[src/rtl/fcc_map.svh]
`ifndef FCC_MAP_SVH
`define FCC_MAP_SVH

// ---------------------------------------------------------------
// Clock and bus timing
// ---------------------------------------------------------------
`define FCC_CLK_NS      20
`define FCC_T_ACC_NS    120
`define FCC_T_SU_NS     50
`define FCC_T_WP_NS     50
`define FCC_T_REC_NS    20
`define FCC_SYNC_CYC    2
`define FCC_SU_CYC  ((`FCC_T_SU_NS + `FCC_CLK_NS - 1) / `FCC_CLK_NS)
`define FCC_WP_CYC  ((`FCC_T_WP_NS + `FCC_CLK_NS - 1) / `FCC_CLK_NS)
`define FCC_ACC_CYC ((`FCC_T_ACC_NS + `FCC_CLK_NS - 1) / `FCC_CLK_NS)
`define FCC_REC_CYC ((`FCC_T_REC_NS + `FCC_CLK_NS - 1) / `FCC_CLK_NS)

// ---------------------------------------------------------------
// Command bytes
// ---------------------------------------------------------------
`define FCC_CMD_READ_ARRAY   8'hff
`define FCC_CMD_READ_ID      8'h90
`define FCC_CMD_READ_STATUS  8'h70
`define FCC_CMD_CLEAR_STATUS 8'h50
`define FCC_CMD_ERASE_SETUP  8'h20
`define FCC_CMD_ERASE_CONF   8'hd0
`define FCC_CMD_PROG_SETUP   8'h40

// ---------------------------------------------------------------
// Status bit positions
// ---------------------------------------------------------------
`define FCC_SR_READY      7
`define FCC_SR_ERASE_ERR  5
`define FCC_SR_PROG_ERR   4
`define FCC_SR_SUPPLY_LOW 3
`define FCC_SR_LOCK_VIOL  1

`endif

[src/rtl/fcc_pkg.sv]
package fcc_pkg;

    typedef enum logic [2:0] {
        OP_READ_ARRAY,
        OP_READ_ID,
        OP_READ_STATUS,
        OP_CLEAR_STATUS,
        OP_ERASE,
        OP_PROGRAM
    } fcc_op_t;

    typedef enum logic [1:0] {
        MODE_ARRAY,
        MODE_ID,
        MODE_STATUS
    } fcc_mode_t;

endpackage

[src/rtl/fcc_cyc_if.sv]
`timescale 1ns/1ps
`default_nettype none

interface fcc_cyc_if #(parameter int ADDR_W = 21);
    logic              go;
    logic              wr;
    logic [ADDR_W-1:0] addr;
    logic [7:0]        wdata;
    logic              done;
    logic [7:0]        rdata;

    modport master (output go, wr, addr, wdata, input done, rdata);
    modport engine (input go, wr, addr, wdata, output done, rdata);
endinterface

`default_nettype wire

[src/rtl/fcc_cycle.sv]
`timescale 1ns/1ps
`default_nettype none
`include "fcc_map.svh"

module fcc_cycle
    import fcc_pkg::*;
#(
    parameter int ADDR_W = 21
)
(
    input  wire logic              clk,    // System clock
    input  wire logic              rst_n,  // Async reset, active low
    fcc_cyc_if.engine              cyc,    // Cycle requests
    output var  logic              ce_n,   // Chip select
    output var  logic              oe_n,   // Output enable
    output var  logic              we_n,   // Write strobe
    output var  logic [ADDR_W-1:0] addr,   // Address pins
    output var  logic [7:0]        dq_o,   // Data out
    output var  logic              dq_oe,  // Data drive enable
    input  wire logic [7:0]        dq_i    // Data in from pins
);

    typedef enum {E_IDLE, E_SETUP, E_PULSE, E_HOLD, E_RECOV} fcc_eng_t;

    fcc_eng_t   state_reg;
    logic [3:0] cnt_reg;
    logic       wr_reg;
    logic [7:0] dq_s1_reg;
    logic [7:0] dq_s2_reg;

    // ---------------------------------------------------------------
    // Data pin synchroniser
    // ---------------------------------------------------------------
    always_ff @(posedge clk or negedge rst_n)
    begin
        if (!rst_n)
        begin
            dq_s1_reg <= 8'h00;
            dq_s2_reg <= 8'h00;
        end
        else
        begin
            dq_s1_reg <= dq_i;
            dq_s2_reg <= dq_s1_reg;
        end
    end

    // ---------------------------------------------------------------
    // Bus cycle sequencer
    // ---------------------------------------------------------------
    always_ff @(posedge clk or negedge rst_n)
    begin
        if (!rst_n)
        begin
            state_reg <= E_IDLE;
            cnt_reg   <= 4'h0;
            wr_reg    <= 1'b0;
            ce_n      <= 1'b1;
            oe_n      <= 1'b1;
            we_n      <= 1'b1;
            addr      <= '0;
            dq_o      <= 8'h00;
            dq_oe     <= 1'b0;
            cyc.done  <= 1'b0;
            cyc.rdata <= 8'h00;
        end
        else
        begin
            cyc.done <= 1'b0;
            case (state_reg)
                E_IDLE:
                    if (cyc.go)
                    begin
                        addr      <= cyc.addr;
                        dq_o      <= cyc.wdata;
                        wr_reg    <= cyc.wr;
                        dq_oe     <= cyc.wr;
                        ce_n      <= 1'b0;
                        cnt_reg   <= 4'(`FCC_SU_CYC);
                        state_reg <= E_SETUP;
                    end
                E_SETUP:
                    if (cnt_reg <= 4'h1)
                    begin
                        if (wr_reg)
                        begin
                            we_n    <= 1'b0;
                            cnt_reg <= 4'(`FCC_WP_CYC);
                        end
                        else
                        begin
                            oe_n    <= 1'b0;
                            cnt_reg <= 4'(`FCC_ACC_CYC + `FCC_SYNC_CYC);
                        end
                        state_reg <= E_PULSE;
                    end
                    else
                        cnt_reg <= cnt_reg - 4'h1;
                E_PULSE:
                    if (cnt_reg <= 4'h1)
                    begin
                        // Strobe rises while data still driven
                        we_n <= 1'b1;
                        oe_n <= 1'b1;
                        if (!wr_reg)
                            cyc.rdata <= dq_s2_reg;
                        state_reg <= E_HOLD;
                    end
                    else
                        cnt_reg <= cnt_reg - 4'h1;
                E_HOLD:
                begin
                    // Every cycle ends with strobes high again
                    ce_n      <= 1'b1;
                    dq_oe     <= 1'b0;
                    cnt_reg   <= 4'(`FCC_REC_CYC);
                    state_reg <= E_RECOV;
                end
                E_RECOV:
                    if (cnt_reg <= 4'h1)
                    begin
                        cyc.done  <= 1'b1;
                        state_reg <= E_IDLE;
                    end
                    else
                        cnt_reg <= cnt_reg - 4'h1;
                default:
                    state_reg <= E_IDLE;
            endcase
        end
    end

    // ---------------------------------------------------------------
    // Checks
    // ---------------------------------------------------------------
    a_wr_data_hold: assert property (@(posedge clk) disable iff (!rst_n)
        $rose(we_n) |-> dq_oe)
        else $error("write data released before strobe rose");
    a_strobe_release: assert property (@(posedge clk) disable iff (!rst_n)
        cyc.done |-> ce_n && oe_n && we_n && !dq_oe)
        else $error("strobes not high at cycle end");

endmodule // fcc_cycle

`default_nettype wire

[src/rtl/fcc_ctrl.sv]
// Notes on behaviour
// - Identifier mode persists; host skips rewriting the command for repeated reads.
// - Status captured at strobe fall; host raises strobes between every read.
// - Erase is setup then confirm, both at an address inside the block.
// - Program is setup 40H or 10H, then address and byte write.
// - After erase, host checks erase error and clears status on error.
// - After program, host checks program error and clears status if set.
`timescale 1ns/1ps
`default_nettype none
`include "fcc_map.svh"

module fcc_ctrl
    import fcc_pkg::*;
#(
    parameter int ADDR_W = 21
)
(
    input  wire logic              CLOCK,           // 50 MHz clock
    input  wire logic              RESETN,          // Async reset
    input  wire logic              CMD_VALID,       // Request strobe
    input  wire logic [2:0]        CMD_OP,          // Operation code
    input  wire logic [ADDR_W-1:0] CMD_ADDR,        // Target address
    input  wire logic [7:0]        CMD_DATA,        // Program byte
    input  wire logic              PWRDN_REQ,       // Hold device down
    output var  logic              CMD_READY,       // Idle, takes request
    output var  logic              RESP_VALID,      // Result pulse
    output var  logic [7:0]        RESP_DATA,       // Read byte/status
    output var  logic              RESP_ERROR,      // Operation failed
    output var  logic              FL_CE_N,         // Chip select
    output var  logic              FL_OE_N,         // Output enable
    output var  logic              FL_WE_N,         // Write strobe
    output var  logic              FL_RESET_POWERDOWN_N, // Reset pin
    output var  logic [ADDR_W-1:0] FL_ADDR,         // Address pins
    output var  logic [7:0]        FL_DQ_O,         // Data out
    output var  logic              FL_DQ_OE,        // Data drive enable
    input  wire logic [7:0]        FL_DQ_I,         // Data in
    input  wire logic              FL_READY_BUSY_N  // Ready/busy pin
);

    typedef enum {M_IDLE, M_CMD, M_DATA, M_POLL, M_CLEAR, M_READ,
                  M_DONE} fcc_main_t;

    fcc_cyc_if #(.ADDR_W(ADDR_W)) cyc ();

    fcc_main_t         state_reg;
    fcc_op_t           op_reg;
    fcc_mode_t         mode_reg;
    logic [ADDR_W-1:0] addr_reg;
    logic [7:0]        data_reg;
    logic [7:0]        result_reg;
    logic              err_reg;
    logic              go_reg;
    logic              wr_reg;
    logic [7:0]        wdata_reg;
    logic              rb_s1_reg;
    logic              rb_s2_reg;
    fcc_op_t           op_in;
    logic              accept;
    logic              poll_ready;
    logic              poll_err;

    assign op_in      = fcc_op_t'(CMD_OP);
    assign accept     = (state_reg == M_IDLE) && CMD_VALID && !PWRDN_REQ;
    assign poll_ready = cyc.rdata[`FCC_SR_READY] && rb_s2_reg;
    assign poll_err   = (op_reg == OP_ERASE) ?
                        cyc.rdata[`FCC_SR_ERASE_ERR] :
                        cyc.rdata[`FCC_SR_PROG_ERR];

    assign cyc.go    = go_reg;
    assign cyc.wr    = wr_reg;
    assign cyc.addr  = addr_reg;
    assign cyc.wdata = wdata_reg;

    function automatic fcc_mode_t mode_of(input fcc_op_t op);
        case (op)
            OP_READ_ID:     mode_of = MODE_ID;
            OP_READ_STATUS: mode_of = MODE_STATUS;
            default:        mode_of = MODE_ARRAY;
        endcase
    endfunction

    function automatic logic [7:0] cmd_of(input fcc_op_t op);
        case (op)
            OP_READ_ID:      cmd_of = `FCC_CMD_READ_ID;
            OP_READ_STATUS:  cmd_of = `FCC_CMD_READ_STATUS;
            OP_CLEAR_STATUS: cmd_of = `FCC_CMD_CLEAR_STATUS;
            OP_ERASE:        cmd_of = `FCC_CMD_ERASE_SETUP;
            OP_PROGRAM:      cmd_of = `FCC_CMD_PROG_SETUP;
            default:         cmd_of = `FCC_CMD_READ_ARRAY;
        endcase
    endfunction

    // ---------------------------------------------------------------
    // Bus cycle engine
    // ---------------------------------------------------------------
    fcc_cycle #(.ADDR_W(ADDR_W)) u_cycle (
        .clk   (CLOCK),
        .rst_n (RESETN),
        .cyc   (cyc.engine),
        .ce_n  (FL_CE_N),
        .oe_n  (FL_OE_N),
        .we_n  (FL_WE_N),
        .addr  (FL_ADDR),
        .dq_o  (FL_DQ_O),
        .dq_oe (FL_DQ_OE),
        .dq_i  (FL_DQ_I)
    );

    // ---------------------------------------------------------------
    // Ready/busy synchroniser
    // ---------------------------------------------------------------
    always_ff @(posedge CLOCK or negedge RESETN)
    begin
        if (!RESETN)
        begin
            rb_s1_reg <= 1'b0;
            rb_s2_reg <= 1'b0;
        end
        else
        begin
            rb_s1_reg <= FL_READY_BUSY_N;
            rb_s2_reg <= rb_s1_reg;
        end
    end

    // ---------------------------------------------------------------
    // Power-down pin and tracked device mode
    // ---------------------------------------------------------------
    always_ff @(posedge CLOCK or negedge RESETN)
    begin
        if (!RESETN)
        begin
            FL_RESET_POWERDOWN_N <= 1'b0;
            mode_reg             <= MODE_ARRAY;
        end
        else
        begin
            if (state_reg == M_IDLE)
                FL_RESET_POWERDOWN_N <= !PWRDN_REQ;
            if (!FL_RESET_POWERDOWN_N)
                mode_reg <= MODE_ARRAY;
            else if (state_reg == M_CMD && cyc.done &&
                     op_reg != OP_CLEAR_STATUS)
                mode_reg <= mode_of(op_reg);
            else if (state_reg == M_DATA && cyc.done)
                mode_reg <= MODE_STATUS;
        end
    end

    // ---------------------------------------------------------------
    // Operation sequencer
    // ---------------------------------------------------------------
    always_ff @(posedge CLOCK or negedge RESETN)
    begin
        if (!RESETN)
        begin
            state_reg  <= M_IDLE;
            op_reg     <= OP_READ_ARRAY;
            addr_reg   <= '0;
            data_reg   <= 8'h00;
            wdata_reg  <= 8'h00;
            wr_reg     <= 1'b0;
            go_reg     <= 1'b0;
            result_reg <= 8'h00;
            err_reg    <= 1'b0;
        end
        else
        begin
            go_reg <= 1'b0;
            case (state_reg)
                M_IDLE:
                    if (accept)
                    begin
                        op_reg   <= op_in;
                        addr_reg <= CMD_ADDR;
                        data_reg <= CMD_DATA;
                        err_reg  <= 1'b0;
                        go_reg   <= 1'b1;
                        if (op_in <= OP_READ_STATUS &&
                            mode_reg == mode_of(op_in))
                        begin
                            // Mode already set: read straight away
                            wr_reg    <= 1'b0;
                            state_reg <= M_READ;
                        end
                        else
                        begin
                            wr_reg    <= 1'b1;
                            wdata_reg <= cmd_of(op_in);
                            state_reg <= M_CMD;
                        end
                    end
                M_CMD:
                    if (cyc.done)
                    begin
                        go_reg <= (op_reg != OP_CLEAR_STATUS);
                        if (op_reg == OP_ERASE)
                            wdata_reg <= `FCC_CMD_ERASE_CONF;
                        else
                            wdata_reg <= data_reg;
                        if (op_reg == OP_CLEAR_STATUS)
                            state_reg <= M_DONE;
                        else if (op_reg <= OP_READ_STATUS)
                        begin
                            wr_reg    <= 1'b0;
                            state_reg <= M_READ;
                        end
                        else
                            state_reg <= M_DATA;
                    end
                M_DATA:
                    if (cyc.done)
                    begin
                        wr_reg    <= 1'b0;
                        go_reg    <= 1'b1;
                        state_reg <= M_POLL;
                    end
                M_POLL:
                    if (cyc.done)
                    begin
                        // Each poll is a fresh strobed read
                        if (!poll_ready)
                            go_reg <= 1'b1;
                        else
                        begin
                            result_reg <= cyc.rdata;
                            err_reg    <= poll_err;
                            if (poll_err)
                            begin
                                wr_reg    <= 1'b1;
                                go_reg    <= 1'b1;
                                wdata_reg <= `FCC_CMD_CLEAR_STATUS;
                                state_reg <= M_CLEAR;
                            end
                            else
                                state_reg <= M_DONE;
                        end
                    end
                M_CLEAR:
                    if (cyc.done)
                        state_reg <= M_DONE;
                M_READ:
                    if (cyc.done)
                    begin
                        result_reg <= cyc.rdata;
                        state_reg  <= M_DONE;
                    end
                M_DONE:
                    state_reg <= M_IDLE;
                default:
                    state_reg <= M_IDLE;
            endcase
        end
    end

    // ---------------------------------------------------------------
    // User answer
    // ---------------------------------------------------------------
    always_ff @(posedge CLOCK or negedge RESETN)
    begin
        if (!RESETN)
        begin
            CMD_READY  <= 1'b0;
            RESP_VALID <= 1'b0;
            RESP_DATA  <= 8'h00;
            RESP_ERROR <= 1'b0;
        end
        else
        begin
            CMD_READY  <= (state_reg == M_IDLE) && !accept && !PWRDN_REQ
                          || (state_reg == M_DONE && !PWRDN_REQ);
            RESP_VALID <= (state_reg == M_DONE);
            if (state_reg == M_DONE)
            begin
                RESP_DATA  <= result_reg;
                RESP_ERROR <= err_reg;
            end
        end
    end

    // ---------------------------------------------------------------
    // Checks
    // ---------------------------------------------------------------
    a_erase_confirm: assert property (@(posedge CLOCK) disable iff (!RESETN)
        state_reg == M_DATA && op_reg == OP_ERASE && go_reg
        |-> wdata_reg == 8'hd0 && wr_reg)
        else $error("erase confirm byte wrong");
    a_erase_same_addr: assert property (@(posedge CLOCK) disable iff (!RESETN)
        state_reg == M_CMD && op_reg == OP_ERASE && cyc.done
        |=> state_reg == M_DATA && $stable(addr_reg))
        else $error("erase confirm address moved");
    a_prog_setup: assert property (@(posedge CLOCK) disable iff (!RESETN)
        state_reg == M_CMD && op_reg == OP_PROGRAM && go_reg
        |-> wdata_reg == 8'h40)
        else $error("program setup byte wrong");
    a_prog_byte: assert property (@(posedge CLOCK) disable iff (!RESETN)
        state_reg == M_DATA && op_reg == OP_PROGRAM && go_reg
        |-> wdata_reg == data_reg)
        else $error("program data byte wrong");
    a_erase_clear: assert property (@(posedge CLOCK) disable iff (!RESETN)
        state_reg == M_POLL && op_reg == OP_ERASE && cyc.done
        && poll_ready && cyc.rdata[5]
        |=> state_reg == M_CLEAR && wdata_reg == 8'h50)
        else $error("erase error not cleared");
    a_prog_clear: assert property (@(posedge CLOCK) disable iff (!RESETN)
        state_reg == M_POLL && op_reg == OP_PROGRAM && cyc.done
        && poll_ready && cyc.rdata[4]
        |=> state_reg == M_CLEAR ##[1:40] state_reg == M_DONE)
        else $error("program error not cleared");
    a_id_persist: assert property (@(posedge CLOCK) disable iff (!RESETN)
        accept && op_in == OP_READ_ID && mode_reg == MODE_ID
        |=> state_reg == M_READ && !wr_reg)
        else $error("identifier command rewritten");

    c_erase_ok: cover property (@(posedge CLOCK)
        RESP_VALID && op_reg == OP_ERASE && !RESP_ERROR);
    c_prog_err: cover property (@(posedge CLOCK)
        RESP_VALID && op_reg == OP_PROGRAM && RESP_ERROR);
    c_id_reread: cover property (@(posedge CLOCK)
        accept && op_in == OP_READ_ID && mode_reg == MODE_ID);

endmodule // fcc_ctrl

`default_nettype wire

[config.mk]
export PLATFORM = sky130hd
export DESIGN_NAME = fcc_ctrl
export DESIGN_NICKNAME = d
export VERILOG_FILES = /design/src/rtl/fcc_pkg.sv /design/src/rtl/fcc_cyc_if.sv /design/src/rtl/fcc_cycle.sv /design/src/rtl/fcc_ctrl.sv
export VERILOG_INCLUDE_DIRS = /design/src /design/src/rtl
export SDC_FILE = /design/constraint.sdc
export NUM_CORES = 1
export LEC_CHECK = 0
export BUFFER_PORTS_ARGS = -buffer_cell sky130_fd_sc_hd__buf_2
export CAP_MARGIN = 20
export CORE_MARGIN = 10
export CORE_UTILIZATION = 27
export CTS_BUF_LIST = sky130_fd_sc_hd__clkbuf_8
export DETAILED_ROUTE_END_ITERATION = 16
export PLACE_DENSITY = 0.5
export REMOVE_ABC_BUFFERS = 1
export SLEW_MARGIN = 20
export SYNTH_ARGS = -nofsm -noshare
export SYNTH_HDL_FRONTEND = slang
export SYNTH_SLANG_ARGS = --single-unit
[constraint.sdc]
create_clock -name CLOCK -period 2.2 [get_ports CLOCK]
set_input_delay 0.44 -clock CLOCK [delete_from_list [all_inputs] [get_ports CLOCK]]
set_output_delay 0.44 -clock CLOCK [all_outputs]
set_load 0.02 [all_outputs]
==> results of run 1 <==
==> synth_stat cells (2+ instances only) <==
cell / instances / share of area, %
sky130_fd_sc_hd__o211a_1: 2 / 0.35
sky130_fd_sc_hd__buf_1: 3 / 0.20
sky130_fd_sc_hd__or2_2: 3 / 0.33
sky130_fd_sc_hd__nand4_1: 2 / 0.22
sky130_fd_sc_hd__nor3b_1: 2 / 0.26
sky130_fd_sc_hd__a2bb2oi_1: 3 / 0.46
sky130_fd_sc_hd__nand3_1: 6 / 0.53
sky130_fd_sc_hd__ha_1: 2 / 0.44
sky130_fd_sc_hd__xor2_1: 2 / 0.31
sky130_fd_sc_hd__o21ai_0: 19 / 1.7
sky130_fd_sc_hd__nor3_1: 10 / 0.88
sky130_fd_sc_hd__a31oi_1: 2 / 0.22
sky130_fd_sc_hd__o32ai_1: 2 / 0.31
sky130_fd_sc_hd__nor2_1: 24 / 1.6
sky130_fd_sc_hd__inv_1: 10 / 0.66
sky130_fd_sc_hd__nand2_1: 141 / 9.3
sky130_fd_sc_hd__and2_1: 3 / 0.33
sky130_fd_sc_hd__o41ai_1: 2 / 0.31
sky130_fd_sc_hd__and2b_2: 2 / 0.31
sky130_fd_sc_hd__a21oi_1: 26 / 2.3
sky130_fd_sc_hd__mux2_2: 49 / 9.7
sky130_fd_sc_hd__nand3b_1: 3 / 0.40
sky130_fd_sc_hd__dfstp_2: 3 / 1.4
sky130_fd_sc_hd__dfrtp_1: 133 / 58
sky130_fd_sc_hd__nand2b_1: 8 / 0.88
sky130_fd_sc_hd__buf_2: 2 / 0.18
sky130_fd_sc_hd__buf_4: 2 / 0.26
sky130_fd_sc_hd__a2111oi_0: 2 / 0.31
sky130_fd_sc_hd__clkbuf_1: 20 / 1.3
sky130_fd_sc_hd__or3_1: 3 / 0.33
sky130_fd_sc_hd__mux2i_1: 7 / 1.2
sky130_fd_sc_hd__nor2b_1: 4 / 0.44
sky130_fd_sc_hd__o211ai_1: 3 / 0.40
sky130_fd_sc_hd__a211oi_1: 3 / 0.40
==> metal layers <==
layer / vias to the layer above / GRT usage, %
met3: 14 / 3.64
li1: 1999 / -
met4: 0 / 3.66
met2: 90 / 16.9
met5: - / 0
met1: 2010 / 12.8
==> worst max-delay path: stages, from the launching register on <==
cell	delay [ns]
sky130_fd_sc_hd__dfrtp_1	0.43
sky130_fd_sc_hd__inv_1	0.08
sky130_fd_sc_hd__ha_1	0.25
sky130_fd_sc_hd__nor2_1	0.40
sky130_fd_sc_hd__nor2_1	0.20
sky130_fd_sc_hd__nand4_2	0.28
sky130_fd_sc_hd__mux2_2	0.37
==> area by class of cell <==
type / instances / area [sq um]
inverter: 11 / 41.3
tap: 275 / 344
clock inverter: 12 / 199
sequential: 136 / 3410
fill: 2152 / 13800
multi-input combinational: 353 / 2130
timing repair buffer: 114 / 667
clock buffer: 19 / 262
==> power by group through the flow <==
stage / Sequential, mW / Clock (mW) / Combinational [mW]
6_report: 3.88 / 2.38 / 3.12
5_1_grt: 4.02 / 2.58 / 3.52
3_5_place_dp: 3.94 / 0 / 3.17
2_1_floorplan: 4.20 / 0 / 1.71
3_3_place_gp: 3.91 / 0 / 3.13
4_1_cts: 3.90 / 2.45 / 3.18
==> how the worst max path moves through the flow <==
stage / depth (start not counted) / endpoint / startpoint
floorplan: 4 / state_reg[1] / state_reg[2]
global placement: 6 / u_cycle.cyc.rdata[0] / u_cycle.cnt_reg[0]
detailed placement: 6 / u_cycle.cyc.rdata[3] / u_cycle.cnt_reg[0]
CTS: 6 / u_cycle.cyc.rdata[7] / u_cycle.cnt_reg[0]
global route: 6 / u_cycle.cyc.rdata[7] / u_cycle.cnt_reg[0]
finish: 6 / u_cycle.cyc.rdata[7] / u_cycle.cnt_reg[0]
==> timing repair <==
action / 4_1_cts / 5_1_grt
hold endpoints to repair: 34 / 0
gates resized for setup: 0 / 0
hold buffers: 1 / 0
==> cells by family (layout without fill, tap and decap cells) <==
| family | after synthesis | in the layout | synth area share, % |
|---|---|---|---|
| compound gates | 74 | 74 | 8.64 |
| xor+xnor | 3 | 3 | 0.462 |
| fa+ha+maj | 2 | 2 | 0.440 |
| buf+inv | 38 | 156 | 2.68 |
| flops | 136 | 136 | 59.9 |
| mux | 56 | 56 | 10.9 |
| simple gates | 218 | 218 | 17.0 |
==> results.toml, run 1 <==
[global_route]
vias_in_the_first_global_route = 4477
gr-total-overflow = 0
gr-usage-all-layers_pct = 10.5
antenna_violations_before_repair = 0
grt_first_pass_wirelength_mm = 22.8
grt_max_degree = 51

[placed_design]
place.gp.congestion = 0.848
dp_slack_ns = 0.141
place.detailed.instances = 888
place.detailed.hpwl_mm = 9.93
post_dp_cell_area_sq_um = 6580
portBuffers = 89

[worst_hold_path]
hold-path-endpoint = "u_cycle.dq_s1_reg[4]"
min_from = "FL_DQ_I[4]"
holdCritPathClass = "in -> reg"
holdPathStages = 1

[floorplanning]
floorplan.initialDensity_pct = 27.2
core-area_sq_um = 20900
fp.dieW_um = 165
floorplan.die.height_um = 165
die_area_sq_um = 27300
ioPinCount = 90
placement_rows = 53

[setup_path]
critPathRequiredTime_ns = 2.52
worstRegToRegCells = 6
timing.critical_path.from_type = "flop"
crit_arrival_ns = 2.45
reg2reg_setup_slack_ns = 0.07
worstReg2RegEnd = "u_cycle.cyc.rdata[7]"
worstSetupEndpointType = "flop"
timing_worst_setup_path_type = "reg -> reg"
r2r_start = "u_cycle.cnt_reg[0]"
cp_max_fo = 8

[routing]
wl_per_cell_um = 14.8
wl_met2_mm = 6.56
drt-pass1-iter-count = 4
maxUsedRoutingLayer = "met4"
postRouteAntennaNets = 0
m1WireLength_mm = 6.04
detailroute.via_count = 4113
met3_wirelength_from_detailed_routing_um = 825
route.detailed.vias_per_inst = 4.47
routed_wirelength_mm = 13.6
iteration_0_drc_count_of_the_detailed_router = 238
remaining_drc_errors = 0

[sta]
final_min_period_over_clock_period_pct = 96.7
rsz0062_at_grt = "no"
worst_hold_slack_ns = 0.104
timing_worst_slew_pin_value_ns = 0.510
postLayoutSetupSlackWorst_ns = 0.0735
min_period_ns = 2.13
timing.final.setup_violations = 0
maxSlewHeadroom_pct = 65.0
maxSlewViolCount = 0
finalSetupTns_ns = 0
max_clock_freq_mhz = 470
hold_viol_final = 0
fin_worst_skew_ns = 0.0124

[clock_network]
cts_buffer_depth = 2
ctsHtreeMaxLevel = 4
cts_tree = "built"
ctsRootBufferMaster = "sky130_fd_sc_hd__clkbuf_8"
postCtsSetupRepairBufs = 0
clk_pin_slew_worst_paths_ns = 0.08
numClockSinks = 136
tritoncts.num_buffers = 17
insertion_delay_ns = 0.44

[status]
outcome = "completed"

[power]
internal_power_mw = 6.08
proportion_of_power_drawn_by_the_clock_network_pct = 25.4
power_mw = 9.39
ir_worst_vdd_v = 0.000433
p_switching_mw = 3.31
power.share.sequential_pct = 41.4
switching_share_pct = 35.3
static-leakage-power_nw = 3.44
power.density_nw_per_um2 = 1330
comb_power_share_pct = 33.3

[synthesis]
postSynth.asyncResetShare_pct = 100
synthesis.area_per_instance_sq_um = 10.8
number_of_instances_in_the_synthesized_netlist = 527
count_of_state_elements_after_synthesis = 136
yosysSeqAreaShare_pct = 59.9
synth_ff_type = "sky130_fd_sc_hd__dfrtp_1"
synth_edf_count = 0
yosysWarnings = 0
post_synth_instance_area_sq_um = 5690
ys_types = 53

[job]
drv.max_cap_violation_count = 0

[final_layout]
finish.net_count = 680
post-route-util_pct = 33.8
layout.cells.most_common = "sky130_fd_sc_hd__nand2_1"
layout.cells.non_filler = 920
final_layout_size_suffix_gt1_share_pct = 32.1
antenna_cells_inserted = 0
fin_area_sq_um = 7050
areaGrowthSynthToFinish_pct = 23.9
layout_common_cells = "sky130_fd_sc_hd__nand2_1 (141), sky130_fd_sc_hd__dfrtp_1 (133), sky130_fd_sc_hd__buf_2 (88)"
(Power assumes the default switching activity.)
==> run 2, diff against run 1 <==
--- a/config.mk
+++ b/config.mk
@@ -17,4 +17,5 @@
 export SLEW_MARGIN = 20
 export SYNTH_ARGS = -nofsm -noshare
 export SYNTH_HDL_FRONTEND = slang
+export SYNTH_HIERARCHICAL = 1
 export SYNTH_SLANG_ARGS = --single-unit
==> run 2 against run 1 <==
  * Critical path type unchanged
  * Via count shrank 6.7%
  * Die area grew 1.1%
  * Clock-buffer cell count grew 2
  * Highest routed layer is now met5
  * Clock skew grew 0.0040 ns
==> results.toml, run 2 <==
[floorplanning]
die_area_sq_um = 27600
floorplan.initialDensity_pct = 27.4
ioPinCount = 90
placement_rows = 53
floorplan.die.height_um = 166
core-area_sq_um = 21000
fp.dieW_um = 166

[synthesis]
post_synth_instance_area_sq_um = 5760
yosysSeqAreaShare_pct = 59.1
postSynth.asyncResetShare_pct = 100
number_of_instances_in_the_synthesized_netlist = 453
netlist_top_cells_area = "sky130_fd_sc_hd__dfrtp_1 (58%), sky130_fd_sc_hd__mux2_2 (13%), sky130_fd_sc_hd__nand2_1 (2.7%), sky130_fd_sc_hd__a21oi_1 (2.3%), sky130_fd_sc_hd__mux2_4 (2.1%)"
synthSimpleGateAreaFrac_pct = 9.62
cell_type_contributing_the_most_total_cell_area_after_synthesis = "sky130_fd_sc_hd__dfrtp_1"
synth_top_family_by_area = "multiplexers"
synth_compound_gate_area_share_pct = 8.99
count_of_state_elements_after_synthesis = 136
yosysWarnings = 6
synth_xor_area_share_pct = 0.608
synth_edf_count = 0
synthesis.area_per_instance_sq_um = 12.7
ys_types = 66
synth_ff_type = "sky130_fd_sc_hd__dfrtp_1"
yosys.cell_count.top_type = "sky130_fd_sc_hd__dfrtp_1"
synth_common_cells = "sky130_fd_sc_hd__dfrtp_1 (133), sky130_fd_sc_hd__mux2_2 (65), sky130_fd_sc_hd__nand2_1 (42)"
synth_fa_ha_area_share_pct = 0.434
yosys-mux-area-fraction_pct = 17.9
yosys_top_cell_area_share_pct = 57.8

[global_route]
vias_in_the_first_global_route = 4045
gr-usage-all-layers_pct = 9.62
gr-total-overflow = 0
grt_first_pass_wirelength_mm = 21.7
grt_max_degree = 62
antenna_violations_before_repair = 3

[power]
static-leakage-power_nw = 3.33
ir_worst_vdd_v = 0.000524
power.density_nw_per_um2 = 1370

[worst_hold_path]
holdCritPathClass = "in -> reg"

[sta]
postLayoutSetupSlackWorst_ns = 0.157
max_clock_freq_mhz = 490
worst_hold_slack_ns = 0.101
fin_worst_skew_ns = 0.0164
timing_worst_slew_pin_value_ns = 0.573
timing.final.setup_violations = 0
maxSlewHeadroom_pct = 61.8
rsz0062_at_grt = "no"
maxSlewViolCount = 0
final_min_period_over_clock_period_pct = 92.8
min_period_ns = 2.04
hold_viol_final = 0

[placed_design]
post_dp_cell_area_sq_um = 6650
place.gp.congestion = 0.821
portBuffers = 89
place.detailed.instances = 820
place.detailed.hpwl_mm = 9.34
dp_slack_ns = 0.0233

[setup_path]
critPathRequiredTime_ns = 2.55
crit_arrival_ns = 2.39
worstSetupEndpointType = "flop"
timing.critical_path.from_type = "flop"
reg2reg_setup_slack_ns = 0.16
cp_max_fo = 5
timing_worst_setup_path_type = "reg -> reg"

[routing]
routed_wirelength_mm = 13.0
route.detailed.vias_per_inst = 4.49
remaining_drc_errors = 0
drt-pass1-iter-count = 4
iteration_0_drc_count_of_the_detailed_router = 199
postRouteAntennaNets = 0
detailroute.via_count = 3836
wl_per_cell_um = 15.2

[clock_network]
clk_pin_slew_worst_paths_ns = 0.08
ctsHtreeMaxLevel = 4
ctsRootBufferMaster = "sky130_fd_sc_hd__clkbuf_8"
cts_tree = "built"
cts_buffer_depth = 2
tritoncts.num_buffers = 17
numClockSinks = 136
insertion_delay_ns = 0.44
cts-resized-gates = 0

[final_layout]
area_of_combinational_cells_with_multiple_inputs_sq_um = 2170
final-seq-area_sq_um = 3410
fin_area_sq_um = 7080
layout_common_cells = "sky130_fd_sc_hd__dfrtp_1 (133), sky130_fd_sc_hd__buf_2 (88), sky130_fd_sc_hd__mux2_2 (65)"
layout.cells.non_filler = 855
final_layout_size_suffix_gt1_share_pct = 41.3
n_fill_cell = 2094
layout.cells.most_common = "sky130_fd_sc_hd__dfrtp_1"
areaGrowthSynthToFinish_pct = 22.8
post-route-util_pct = 33.7
finish.net_count = 612

[job]
drv.max_cap_violation_count = 0

[status]
outcome = "completed"
==> run 2: changes by cell type in the layout (fill, tap and decap cells not counted), sizes merged, moves of 4 or more <==
cell	before	now
clkinv	2	6
mux2	49	81
nand2	141	43
nand2b	8	3
inv	14	20
nor3	10	15
==> run 2: what timing repair did <==
action,in CTS,in global routing
setup buffers,0,0
hold buffers,1,0
hold endpoints to repair,59,0
endpoints found under the setup margin,0,2
==> run 2: final timing paths <==
| path | cells past startpoint | startpoint | end |
|---|---|---|---|
| setup reg to reg | 6 | mode_reg[0] | cyc.wdata[1] |
| max in group asynchronous | 3 | RESETN | u_cycle/we_n |
| setup / recovery | 6 | mode_reg[0] | cyc.wdata[1] |
| hold / removal | 1 | FL_DQ_I[1] | u_cycle/dq_s1_reg[1] |
| min in group asynchronous | 2 | RESETN | u_cycle/addr[10] |
| hold reg to reg | 0 | u_cycle/dq_s1_reg[6] | u_cycle/dq_s2_reg[6] |
==> run 2: layout make-up <==
type / count / share of cell area, %
repair buffers: 113 / 9.50
clock buffers: 21 / 4.08
clock inverters: 11 / 1.70
flip-flops and latches: 136 / 48.2
inverters: 18 / 0.955
well taps: 275 / 4.86
diodes: 2 / 0.0707
multi-input cells: 279 / 30.7
==> run 2: per-layer routing <==
metal	up-vias	track usage, %	part of all wire (%)
met1	1894	11.7	44
met2	104	14.2	46
met5	-	0	0.085
met3	11	4.97	8.8
li1	1825	-	-
met4	2	3.51	1.2
==> run 2: kinds of logic after synthesis <==
kind of cell,after synthesis
buffers and inverters,38
adders and majority gates,2
muxes,90
xor gates and xnor gates,4
DFF,136
AOI/OAI and AO/OA,76
and+or+nand+nor,107
==> run 2: critical path: stages, from the launching register on <==
cell                        delay, ns
sky130_fd_sc_hd__dfrtp_1         0.42
sky130_fd_sc_hd__xnor2_1         0.13
sky130_fd_sc_hd__a22oi_1         0.29
sky130_fd_sc_hd__nand2_1         0.15
sky130_fd_sc_hd__a2111oi_4       0.50
sky130_fd_sc_hd__buf_4           0.25
sky130_fd_sc_hd__mux2i_1         0.22
==> run 2: per-stage QoR <==
stage	setup TNS, ns	power (mW)
floorplan	-8.19	6.43
global placement	0	7.62
detailed placement	0	7.71
CTS	0	9.87
global route	0	10.4
finish	0	9.72
==> run 2: power breakdown <==
group	switching (mW)	leakage (nW)	internal, mW
combinational	1.90	1.42	1.69
clock	0.969	0.215	1.13
sequential	0.635	1.70	3.40
total	3.50	3.33	6.22
==> run 3, diff against run 2 <==
--- a/config.mk
+++ b/config.mk
@@ -14,6 +14,7 @@
 export DETAILED_ROUTE_END_ITERATION = 16
 export PLACE_DENSITY = 0.5
 export REMOVE_ABC_BUFFERS = 1
+export SETUP_SLACK_MARGIN = 0.3
 export SLEW_MARGIN = 20
 export SYNTH_ARGS = -nofsm -noshare
 export SYNTH_HDL_FRONTEND = slang
==> run 3 against run 2 <==
  * Critical path depth stayed put
  * Maximum frequency increased by 6.9%
  * Via count about the same
  * Utilization is 0.17 points higher
  * Worst setup slack better by 0.13 ns
  * Largest cell class unchanged
  * Largest power group unchanged
==> results.toml, run 3 (same netlist as run 2, synthesis figures left out) <==
[status]
outcome = "completed"

[clock_network]
tritoncts.num_buffers = 17
clk_pin_slew_worst_paths_ns = 0.08
insertion_delay_ns = 0.44
cts_tree = "built"
cts_buffer_depth = 2
ctsHtreeMaxLevel = 4
ctsRootBufferMaster = "sky130_fd_sc_hd__clkbuf_8"
numClockSinks = 136

[routing]
routed_wirelength_mm = 13.0
maxUsedRoutingLayer = "met5"
met3_wirelength_from_detailed_routing_mm = 1.16
drt-pass1-iter-count = 4
iteration_0_drc_count_of_the_detailed_router = 186
postRouteAntennaNets = 0
remaining_drc_errors = 0
route.detailed.vias_per_inst = 4.48
m1WireLength_mm = 5.75
detailroute.via_count = 3838
wl_met2_mm = 6.02
wl_per_cell_um = 15.2

[power]
ir_worst_vdd_v = 0.000523
internal_power_mw = 6.26
comb_power_share_pct = 37.2
proportion_of_power_drawn_by_the_clock_network_pct = 21.4
static-leakage-power_nw = 3.34
power.share.sequential_pct = 41.3
power_mw = 9.78
switching_share_pct = 35.9
power.density_nw_per_um2 = 1380
p_switching_mw = 3.51

[sta]
min_period_ns = 1.91
worst_hold_slack_ns = 0.103
fin_worst_skew_ns = 0.0102
rsz0062_at_grt = "yes"
finalSetupTns_ns = 0
final_min_period_over_clock_period_pct = 86.9
max_clock_freq_mhz = 523
timing_worst_slew_pin_value_ns = 0.572
maxSlewHeadroom_pct = 61.8
hold_viol_final = 0
timing.final.setup_violations = 0
maxSlewViolCount = 0

[floorplanning]
core-area_sq_um = 21000
floorplan.initialDensity_pct = 27.4
floorplan.die.height_um = 166
fp.dieW_um = 166
die_area_sq_um = 27600
placement_rows = 53
ioPinCount = 90

[placed_design]
place.gp.congestion = 0.821
place.detailed.hpwl_mm = 9.34
portBuffers = 89

[final_layout]
finish.net_count = 614
areaGrowthSynthToFinish_pct = 23.4
n_fill_cell = 2090
final_layout_size_suffix_gt1_share_pct = 42.6
layout.cells.most_common = "sky130_fd_sc_hd__dfrtp_1"
layout_common_cells = "sky130_fd_sc_hd__dfrtp_1 (130), sky130_fd_sc_hd__buf_2 (88), sky130_fd_sc_hd__mux2_2 (65)"

[global_route]
grt_first_pass_wirelength_mm = 21.7
antenna_violations_before_repair = 3
gr-total-overflow = 0
gr-usage-all-layers_pct = 9.65
grt_max_degree = 62
vias_in_the_first_global_route = 4054

[setup_path]
timing_worst_setup_path_type = "reg -> reg"
crit_arrival_ns = 2.23
worstSetupEndpointType = "flop"
critPathRequiredTime_ns = 2.52
cp_max_fo = 4
timing.critical_path.from_type = "flop"

[worst_hold_path]
holdCritPathClass = "in -> reg"

[job]
drv.max_cap_violation_count = 0
run 3: critical path: stages (launching register included):
cell and delay (ns):
sky130_fd_sc_hd__dfrtp_1 0.41, sky130_fd_sc_hd__nor3b_4 0.26, sky130_fd_sc_hd__mux2i_1 0.12, sky130_fd_sc_hd__a21o_1 0.19
sky130_fd_sc_hd__a2111oi_4 0.29, sky130_fd_sc_hd__buf_4 0.20, sky130_fd_sc_hd__mux2_2 0.33
run 3: area by class of cell:
cell class / instances / area, sq um / share of cell area, %
flip-flops and latches: 136 / 3410 / 48.0
multi-input cells: 279 / 2180 / 30.7
repair buffers: 115 / 691 / 9.71
well taps: 275 / 344 / 4.84
clock buffers: 21 / 289 / 4.06
clock inverters: 11 / 120 / 1.69
inverters: 18 / 67.6 / 0.950
diodes: 2 / 5.00 / 0.0704
run 3: what timing repair did:
item | 4_1_cts | 5_1_grt
setup buffers | 2 | 0
hold endpoints to repair | 59 | 0
endpoints found under the setup margin | 18 | 23
resized for setup | 4 | 3
pin swaps | 4 | 1
hold buffers | 1 | 0
run 3: path summary, 6_finish.rpt:
kind | start | end | slack [ns] | depth (start not counted)
max | op_reg[1] | cyc.wdata[6] | 0.29 | 6
min | FL_DQ_I[1] | u_cycle/dq_s1_reg[1] | 0.10 | 1
max reg2reg | op_reg[1] | cyc.wdata[6] | 0.29 | 6
min reg2reg | u_cycle/dq_s1_reg[6] | u_cycle/dq_s2_reg[6] | 0.36 | 0
max in group asynchronous | RESETN | u_cycle/we_n | 0.98 | 3
min in group asynchronous | RESETN | u_cycle/addr[10] | 0.54 | 2
run 3: per-stage QoR:
| stage | worst slack, ns | utilization, % | cell area [sq um] | cells |
|---|---|---|---|---|
| 2_1_floorplan | -0.291 | - | 5640 | 433 |
| 3_3_place_gp | 0.114 | 31.6 | 6650 | 820 |
| 3_5_place_dp | 0.0233 | 31.6 | 6650 | 820 |
| 4_1_cts | 0.265 | 33.8 | 7100 | 855 |
| 5_1_grt | 0.167 | 33.8 | 7110 | 856 |
| 6_report | 0.289 | 33.8 | 7110 | 857 |
run 3: layer usage:
layer / up-vias / global-route usage, %
met3: 6 / 4.97
met4: 2 / 3.35
met1: 1892 / 11.7
met2: 108 / 14.4
met5: - / 0
li1: 1830 / -
run 3: power groups by stage:
stage,Combinational (mW),Clock [mW],Sequential [mW]
after floorplan,2.10,0,4.33
after global placement,3.56,0,4.06
after detailed placement,3.62,0,4.09
after CTS,3.68,2.18,4.05
after global routing,4.03,2.30,4.18
final,3.64,2.10,4.04
